==> src/rtl/scr_pkg.sv <==
package scr_pkg;
    // register map
    localparam logic [15:0] SCR_ADDR_CONFIG  = 16'h4000;
    localparam logic [15:0] SCR_ADDR_COMMAND = 16'h4001;
    localparam logic [15:0] SCR_ADDR_IRQ     = 16'h4002;
    localparam logic [15:0] SCR_ADDR_STATE   = 16'h4003;
    localparam logic [7:0]  SCR_RESET_VALUE  = 8'h00;
    // command codes
    localparam logic [7:0] SCR_CMD_NONE    = 8'h00;
    localparam logic [7:0] SCR_CMD_OPEN    = 8'h01;
    localparam logic [7:0] SCR_CMD_LISTEN  = 8'h02;
    localparam logic [7:0] SCR_CMD_CONNECT = 8'h04;
    // protocol_select field of socket_config
    localparam int SCR_PROTO_LSB = 0;
    localparam int SCR_PROTO_W   = 4;
    localparam logic [3:0] SCR_PROTO_CLOSED    = 4'h0;
    localparam logic [3:0] SCR_PROTO_TCP       = 4'h1;
    localparam logic [3:0] SCR_PROTO_UDP       = 4'h2;
    localparam logic [3:0] SCR_PROTO_RAW_IP    = 4'h3;
    localparam logic [3:0] SCR_PROTO_RAW_FRAME = 4'h4;
    localparam logic [3:0] SCR_PROTO_PPP       = 4'h5;
    // socket_state encodings
    localparam logic [7:0] SCR_ST_SHUT        = 8'h00;
    localparam logic [7:0] SCR_ST_INITIALISED = 8'h13;
    localparam logic [7:0] SCR_ST_LISTENING   = 8'h14;
    localparam logic [7:0] SCR_ST_CONNECTED   = 8'h17;
    localparam logic [7:0] SCR_ST_UDP_OPEN    = 8'h22;
    localparam logic [7:0] SCR_ST_RAW_IP      = 8'h32;
    localparam logic [7:0] SCR_ST_RAW_FRAME   = 8'h42;
    localparam logic [7:0] SCR_ST_PPP_SESSION = 8'h5F;
    // socket_irq_flags bit positions
    localparam int SCR_IRQ_CON     = 0;
    localparam int SCR_IRQ_TIMEOUT = 3;

    // host register access
    typedef struct packed {
        logic        wr;
        logic        rd;
        logic [15:0] addr;
        logic [7:0]  wdata;
    } scr_reg_req_t;

    // link-engine events back into the block
    typedef struct packed {
        logic peer_connected;  // handshake completed
        logic synack_failed;   // server side syn/ack undelivered
        logic arp_timeout;
        logic tcp_timeout;
        logic rst_received;
        logic bad_port_syn;    // syn to a port that does not exist
    } scr_link_evt_t;

    typedef enum logic [1:0] {
        SCR_ACT_NONE,
        SCR_ACT_LISTEN,
        SCR_ACT_CONNECT
    } scr_action_t;
endpackage

==> src/rtl/scr_decode.sv <==
`timescale 1ns/10ps
// maps protocol_select plus command to next state and engine action
module scr_decode (
    input  wire logic [7:0]          i_cmd,
    input  wire logic [3:0]          i_proto,
    input  wire logic [7:0]          i_state,
    output logic                     o_valid,
    output logic [7:0]               o_next_state,
    output scr_pkg::scr_action_t     o_action
);
    import scr_pkg::*;

    // invalid combos leave state alone
    always_comb begin
        o_valid      = 1'b0;
        o_next_state = i_state;
        o_action     = SCR_ACT_NONE;
        unique case (i_cmd)
            SCR_CMD_OPEN: begin
                o_valid = 1'b1;
                unique case (i_proto)
                    SCR_PROTO_TCP:       o_next_state = SCR_ST_INITIALISED;
                    SCR_PROTO_UDP:       o_next_state = SCR_ST_UDP_OPEN;
                    SCR_PROTO_RAW_IP:    o_next_state = SCR_ST_RAW_IP;
                    SCR_PROTO_RAW_FRAME: o_next_state = SCR_ST_RAW_FRAME;
                    SCR_PROTO_PPP:       o_next_state = SCR_ST_PPP_SESSION;
                    default:             o_valid      = 1'b0;
                endcase
            end
            SCR_CMD_LISTEN: begin
                // only from initialised tcp socket
                if (i_proto == SCR_PROTO_TCP &&
                    i_state == SCR_ST_INITIALISED) begin
                    o_valid      = 1'b1;
                    o_next_state = SCR_ST_LISTENING;
                    o_action     = SCR_ACT_LISTEN;
                end
            end
            SCR_CMD_CONNECT: begin
                if (i_proto == SCR_PROTO_TCP &&
                    i_state == SCR_ST_INITIALISED) begin
                    o_valid  = 1'b1;
                    o_action = SCR_ACT_CONNECT;
                end
            end
            default: o_valid = 1'b0;
        endcase
    end
endmodule // scr_decode

==> src/rtl/scr_socket_cmd.sv <==
`timescale 1ns/10ps
module scr_socket_cmd (
    input  wire logic                  i_core_clk,
    input  wire logic                  i_rst,
    input  wire logic                  i_clk_en,
    input  wire scr_pkg::scr_reg_req_t i_reg,
    output logic [7:0]                 o_rdata,
    input  wire scr_pkg::scr_link_evt_t i_evt,
    output logic                       o_send_syn,
    output logic                       o_send_rst,
    output logic                       o_listen_arm,
    output logic [7:0]                 o_socket_state,
    output logic [7:0]                 o_socket_irq_flags
);
    import scr_pkg::*;

    // host-visible registers
    logic [7:0]  config_q;
    logic [7:0]  config_d;
    logic [7:0]  command_q;
    logic [7:0]  command_d;
    logic [7:0]  rdata_q;
    logic [7:0]  rdata_d;

    // socket progress as seen by the host
    logic [7:0]  state_q;
    logic [7:0]  state_d;
    logic [7:0]  irq_q;
    logic [7:0]  irq_d;
    logic [7:0]  irq_set;
    logic [7:0]  irq_clr;

    // one-cycle requests to the link engine
    logic        syn_q;
    logic        syn_d;
    logic        rst_q;
    logic        rst_d;

    // decoder results for the pending command
    logic        dec_valid;
    logic [7:0]  dec_state;
    scr_action_t dec_action;
    logic [3:0]  proto;

    // qualified host writes and link outcomes
    logic        wr_config;
    logic        wr_command;
    logic        wr_irq;
    logic        cmd_pending;
    logic        listening;
    logic        connect_wait;
    logic        server_ok;
    logic        server_fail;
    logic        client_ok;
    logic        client_fail;
    logic        timeout_seen;

    // protocol_select field of socket_config
    assign proto = config_q[SCR_PROTO_LSB +: SCR_PROTO_W];

    scr_decode u_decode (
        .i_cmd        (command_q),
        .i_proto      (proto),
        .i_state      (state_q),
        .o_valid      (dec_valid),
        .o_next_state (dec_state),
        .o_action     (dec_action)
    );

    // host write decode by address
    assign wr_config   = i_reg.wr && (i_reg.addr == SCR_ADDR_CONFIG);
    assign wr_command  = i_reg.wr && (i_reg.addr == SCR_ADDR_COMMAND);
    assign wr_irq      = i_reg.wr && (i_reg.addr == SCR_ADDR_IRQ);
    assign cmd_pending = (command_q != SCR_CMD_NONE);

    // where the socket waits for the link engine
    // no pending state: outcomes after a bare open count as well
    assign listening    = (state_q == SCR_ST_LISTENING);
    assign connect_wait = (state_q == SCR_ST_INITIALISED) && !syn_q &&
                          !cmd_pending;

    // outcome decode; a connect result counts while initialised with no syn strobe and no command pending
    assign server_ok    = listening && i_evt.peer_connected;
    assign server_fail  = listening && !i_evt.peer_connected &&
                          (i_evt.synack_failed || i_evt.tcp_timeout);
    assign client_ok    = connect_wait && i_evt.peer_connected;
    assign client_fail  = connect_wait && !i_evt.peer_connected &&
                          (i_evt.arp_timeout || i_evt.tcp_timeout ||
                           i_evt.rst_received);
    assign timeout_seen = i_evt.arp_timeout || i_evt.tcp_timeout;

    // host registers; an accepted command stands one cycle, then clears
    always_comb begin
        config_d  = config_q;
        command_d = command_q;
        rdata_d   = rdata_q;
        if (cmd_pending) begin
            command_d = SCR_CMD_NONE;
        end
        if (wr_config) begin
            config_d = i_reg.wdata;
        end
        // a newer write replaces a command not yet taken up
        if (wr_command) begin
            command_d = i_reg.wdata;
        end
        // registered read data; unmapped addresses read as zero
        if (i_reg.rd) begin
            unique case (i_reg.addr)
                SCR_ADDR_CONFIG:  rdata_d = config_q;
                SCR_ADDR_COMMAND: rdata_d = command_q;
                SCR_ADDR_IRQ:     rdata_d = irq_q;
                SCR_ADDR_STATE:   rdata_d = state_q;
                default:          rdata_d = 8'h00;
            endcase
        end
    end

    // clock enable freezes the host registers
    always_ff @(posedge i_core_clk or posedge i_rst) begin
        if (i_rst) begin
            config_q  <= SCR_RESET_VALUE;
            command_q <= SCR_RESET_VALUE;
            rdata_q   <= 8'h00;
        end else if (i_clk_en) begin
            config_q  <= config_d;
            command_q <= command_d;
            rdata_q   <= rdata_d;
        end
    end

    // socket state; a link outcome beats a command in the same cycle
    always_comb begin
        state_d = state_q;
        if (cmd_pending && dec_valid) begin
            state_d = dec_state;
        end
        if (server_ok || client_ok) begin
            state_d = SCR_ST_CONNECTED;
        end else if (server_fail || client_fail) begin
            state_d = SCR_ST_SHUT;
        end
    end

    // state register, frozen with the enable
    always_ff @(posedge i_core_clk or posedge i_rst) begin
        if (i_rst) begin
            state_q <= SCR_ST_SHUT;
        end else if (i_clk_en) begin
            state_q <= state_d;
        end
    end

    // flags: host writes ones to clear, a same-cycle set wins
    always_comb begin
        irq_set                  = 8'h00;
        irq_set[SCR_IRQ_CON]     = server_ok || client_ok;
        irq_set[SCR_IRQ_TIMEOUT] = server_fail || timeout_seen;
        irq_clr                  = wr_irq ? i_reg.wdata : 8'h00;
        irq_d                    = (irq_q & ~irq_clr) | irq_set;
    end

    // flag register
    always_ff @(posedge i_core_clk or posedge i_rst) begin
        if (i_rst) begin
            irq_q <= SCR_RESET_VALUE;
        end else if (i_clk_en) begin
            irq_q <= irq_d;
        end
    end

    // engine strobes last one enabled cycle; the engine must not stall
    always_comb begin
        syn_d = 1'b0;
        rst_d = 1'b0;
        if (cmd_pending && dec_valid &&
            dec_action == SCR_ACT_CONNECT) begin
            syn_d = 1'b1;
        end
        // a syn to a missing port gets a reset reply, state untouched
        if (i_evt.bad_port_syn) begin
            rst_d = 1'b1;
        end
    end

    // strobe registers
    always_ff @(posedge i_core_clk or posedge i_rst) begin
        if (i_rst) begin
            syn_q <= 1'b0;
            rst_q <= 1'b0;
        end else if (i_clk_en) begin
            syn_q <= syn_d;
            rst_q <= rst_d;
        end
    end

    // registered status; the arm level is decoded from the state
    assign o_rdata            = rdata_q;
    assign o_listen_arm       = listening;
    assign o_socket_state     = state_q;
    assign o_socket_irq_flags = irq_q;

    // registered engine strobes
    assign o_send_syn         = syn_q;
    assign o_send_rst         = rst_q;
endmodule // scr_socket_cmd

==> config.mk <==
export PLATFORM = sky130hd
export DESIGN_NAME = scr_socket_cmd
export DESIGN_NICKNAME = d
export VERILOG_FILES = /design/src/rtl/scr_pkg.sv /design/src/rtl/scr_decode.sv /design/src/rtl/scr_socket_cmd.sv
export SDC_FILE = /design/constraint.sdc
export NUM_CORES = 1
export LEC_CHECK = 0
export ABC_AREA = 1
export ABC_CLOCK_PERIOD_IN_PS = 2700
export BUFFER_PORTS_ARGS = -buffer_cell sky130_fd_sc_hd__buf_4
export CAP_MARGIN = 30
export CORE_ASPECT_RATIO = 0.6
export CORE_MARGIN = 4
export CORE_UTILIZATION = 50
export DETAILED_ROUTE_END_ITERATION = 8
export HOLD_SLACK_MARGIN = 0.06
export PLACE_DENSITY = 0.82
export SETUP_SLACK_MARGIN = 0.1
export SLEW_MARGIN = 0
export SYNTH_ARGS = -nofsm -noshare
export SYNTH_HDL_FRONTEND = slang
export SYNTH_HIERARCHICAL = 1
export SYNTH_SLANG_ARGS = --single-unit
==> constraint.sdc <==
create_clock -name i_core_clk -period 2.7 [get_ports i_core_clk]
set_input_delay 0.135 -clock i_core_clk [delete_from_list [all_inputs] [get_ports i_core_clk]]
set_output_delay 0.135 -clock i_core_clk [all_outputs]
set_load 0.02 [all_outputs]
After elaboration in Yosys (flattened, before gate mapping)
Cells that the tools add are included.

cells by class
  mux-type cells = 18
  reductions and logical operators = 33
  eq/ne operators = 17
  bitwise gates (word level) = 3

operators by type and width
  operator              count
  $eq 16x15->1 const B  4
  $mux 8                7
  $pmux 8 s5            1
  $pmux 8 s4            1
  $eq 8x5->1 const B    2
  $pmux 8 s2            1
  $logic_and 1x1->1     14
  $and 8x8->8           1
  $eq 4x2->1 const B    2
  $eq 4x3->1 const B    2
  $eq 8x1->1 const B    1
  $eq 8x2->1 const B    1
  $eq 8x3->1 const B    1
  $ne 8x7->1 const B    1
  $not 8->8             1
  $or 8x4->8            1
  $reduce_bool 8->1     1
  $logic_or 1x1->1      6
  $reduce_and 2->1      3
  $mux 1                5
  $reduce_and 5->1      1
  $reduce_or 5->1       1
  $eq 4x1->1 const B    1
  $ne 4x3->1 const B    1
  9 further kinds       11

word-level totals
  logic and storage cells = 78
  output and inout port bits = 27
  register bits = 42

Longest topological paths before layout
  depth after elaboration = 8
  mapped depth = 12
  gate-level depth less buffers = 12

Cells and area by module
The synthesis kept the hierarchy.

by module, submodules not included
  module          times used  area an instance (um^2)  cells an instance  seq. area each (um^2)
  scr_socket_cmd  1           2419.8                   304                1051.0
  scr_decode      1           455.4                    82                 0.0

Worst setup path after synthesis
OpenSTA, ideal clock, no wires.

  path type = flip-flop to flip-flop
  start point = reg state_q[6], in the netlist o_socket_state[6]
  end point = reg state_q[4], in the netlist o_socket_state[4]
  path buffers = 0
  slack = 1130 ps
  stages on the path, launching flop included = 12
  data required time = 2634 ps
  arrival = 1503 ps
  cell sequence = dfrtp_1 > nor2_1 > nand3_1 > nor2_4 > nand3_4 > nand3_1 > o21ai_1 > nand3_2 > nand2_4 > nand2_4 > nand2_1 > nand2_1

RTL lines
  element                      line                                text
  from (decl)                  scr_socket_cmd.sv:26                logic [7:0] state_q;
  from (signal assigned)       scr_socket_cmd.sv:150               state_q <= state_d;
  $eq 8x5->1                   scr_decode.sv:33, scr_decode.sv:41
  $logic_and 1x1->1            scr_decode.sv:32, scr_decode.sv:40
  $mux 1                       scr_decode.sv:32, scr_decode.sv:40
  $pmux 1 s2                   scr_decode.sv:18                    unique case (i_cmd)
  net dec_valid                scr_socket_cmd.sv:40                logic dec_valid;
  $logic_and 1x1->1            scr_socket_cmd.sv:135               if (cmd_pending && dec_valid) begin
  $reduce_bool 3->1 (no line)  -
  $reduce_and 5->1 (no line)   -

The timed path passes the listed nets, and every way through them passes these cells.
A chain may end at the register's enable or synchronous reset.

Worst setup path in the final report
  start point = reg state_q[0], in the netlist o_socket_state[0]
  end point = reg state_q[0], in the netlist o_socket_state[0]

Same word-level chain as after synthesis.

==> metrics.txt <==
max_slew headroom=55.0%; HP Class=in -> reg; DRC Markers=0; Final Max Slew Viols=0; fin crit period=1860 ps; initial antenna violation count=0; setup bufs post-CTS=0; Hold Path Depth=3; DR iter-0 viols=382; worst r2r src=o_socket_state[0]; hold_ws=78.7 ps; DR pass1 iterations=6; Final Instance Count excl. Fillers=532; R2R depth=12; clock-pin transition on the worst setup and hold timing paths=80 ps; Setup violations, final=0; grt ovf=0; Top Family by Delay on Critical Path=simple AND/OR/NAND/NOR gates; post-cts sizing count=0; number of clock sinks=42; initial cell density of the core=51.6%; IR drop worst, VDD=0.222 mV; top-area cell type share of the netlist area=36.6%; DR WL/cell=16.0 um; Via Count=3033; CTS tree=yes; register area share after synthesis=36.6%; Cell Chain, Critical Path=nand2_1, inv_1, nand2_1, nor2_4, nand3_4, nand3_1, o21ai_1, nand3_2, nand2_4, nand2_4, nand2_1, nand2_1; Hold Startpoint=i_reg[0]; Crit Path Max Fanout=9; Reg2Reg Setup Slack=840 ps; leakage=1.87 nW; CP max-delay cell=dfrtp_1; placed insts=522; synth warn=6; Core Region=5570 um^2; nets=486; largest net degree at the start of global routing=32; post-detail-place hpwl=6.41 mm; synthesis-stage register bit count=42; critical path capture point type=register; total track usage=25.3%; Max-cap violations=0; unrepaired setup endpoints after global routing=false; Row Count=21; P&R area growth vs syn=22.9%; crit-path max cell delay=580 ps; run status=finished clean; Layout Skew=10.4 ps; # diodes=0; Hold Path End=command_q[0]; Critical Path RT=2940 ps; Routed WL=8.50 mm; R2R Path End=o_socket_state[0]; Power Total=1.25 mW; Via density=5.70; Crit path top cell by count=nand2_1; first-pass GRT wire length=13.8 mm; Post-Synthesis Cells=386; vias in the first global route=2793; Fmax achieved=536 MHz; syn_area_per_cell=7.45 um^2; top cells by area, synth=dfrtp_1 37%, nand2_1 15%, nand3_1 13%; IO Pins=62; Worst-Margin Slew=673 ps; DIE HEIGHT=66.7 um; largest area contributor in the netlist=dfrtp_1; commonest non-fill, non-tap cells in the layout=112 x nand2_1, 77 x nand3_1, 63 x buf_4; setup tns final=0 ps; Clock Tree Buf Depth=2; cts-stage hold buffer count=2; final worst path period share=69.0%; TritonCTS Buffers=5; most common cell after layout, fill and taps aside=nand2_1; Post-DRT Antenna Nets=0; port bufs=61; worst-skew pair later-pin latency=310 ps; Die ar.=7070 um^2; root buffer cell=clkbuf_8; crit path buf inv count=1; gpl congestion=0.948; ratio of cells with drive above 1 in the final layout=27.7%; Arrival @ worst endpoint=2100 ps; Filler cells=489; Final Hold Viols=0; Distinct cells, synth=27; Worst setup SP type=register; Mapped Area=2880 um^2; H-tree lvl count=2; Chip Width=106 um; Power Density=353 nW/um^2; syn nets=421; final core occ=63.5%; Setup Crit Path Kind=reg -> reg
[area by class of cell]
| cell class | instances | area (um^2) | area share (%) |
|---|---|---|---|
| clock inverter | 2 | 37.5 | 1.06 |
| multi-input combinational | 293 | 1620 | 45.7 |
| tap | 80 | 100 | 2.83 |
| sequential | 42 | 1050 | 29.7 |
| timing repair buffer | 65 | 493 | 13.9 |
| clock buffer | 6 | 72.6 | 2.05 |
| inverter | 44 | 165 | 4.67 |
[state kept, by name (all words and copies together), names as in the netlist]
name and cells:
o_send_syn 1, o_rdata 8, o_send_rst 1, config_q 8
o_socket_state 8, command_q 8, o_socket_irq_flags 8
[logic make-up after synthesis]
kind of cell | synth area share, %
compound gates | 5.27
flops | 36.6
simple gates | 50.9
buf+inv | 7.27
[power breakdown]
group | total (mW) | switching [mW] | internal [mW] | leakage (nW)
combinational | 0.105 | 0.0609 | 0.0445 | 1.24
clock | 0.513 | 0.237 | 0.276 | 0.0514
sequential | 0.631 | 0.000819 | 0.630 | 0.580
total | 1.25 | 0.299 | 0.950 | 1.87
[worst max path at each step]
stage,from,endpoint,depth (start not counted)
4_1_cts,o_socket_state[0],o_socket_state[0],12
5_1_grt,command_q[1],o_socket_state[0],12
3_5_place_dp,o_socket_state[0],o_socket_state[0],12
6_report,o_socket_state[0],o_socket_state[0],12
2_1_floorplan,o_socket_state[6],o_socket_state[4],11
3_3_place_gp,o_socket_state[0],o_socket_state[1],12
[cells in the mapped netlist (all sizes together)]
cell	instances
nand2	125
clkinv	1
nor2	43
dfrtp	42
nand4	15
nand3	86
o21ai	13
buf	7
a31oi	1
inv	43
o21a	6
nor3	2
a21oi	1
nand3b	1
[per-layer routing]
| layer | share of wire [%] | GRT usage, % |
|---|---|---|
| met3 | 11 | 4.84 |
| met5 | 0 | 0 |
| met4 | 1.4 | 7.43 |
| met2 | 42 | 37.1 |
| met1 | 45 | 37.7 |
[metrics by stage]
step | instance area [um^2] | worst slack [ps]
2_1_floorplan | 2880 | 1130
3_3_place_gp | 3400 | 1040
3_5_place_dp | 3400 | 952
4_1_cts | 3530 | 924
5_1_grt | 3530 | 779
6_report | 3530 | 836
[tightest hold or removal path, cell delays in order]
cell     delay (ps)
buf_4            90
nand3_1          70
nand2_1          50
No activity file was read; power rests on OpenSTA's default activity.
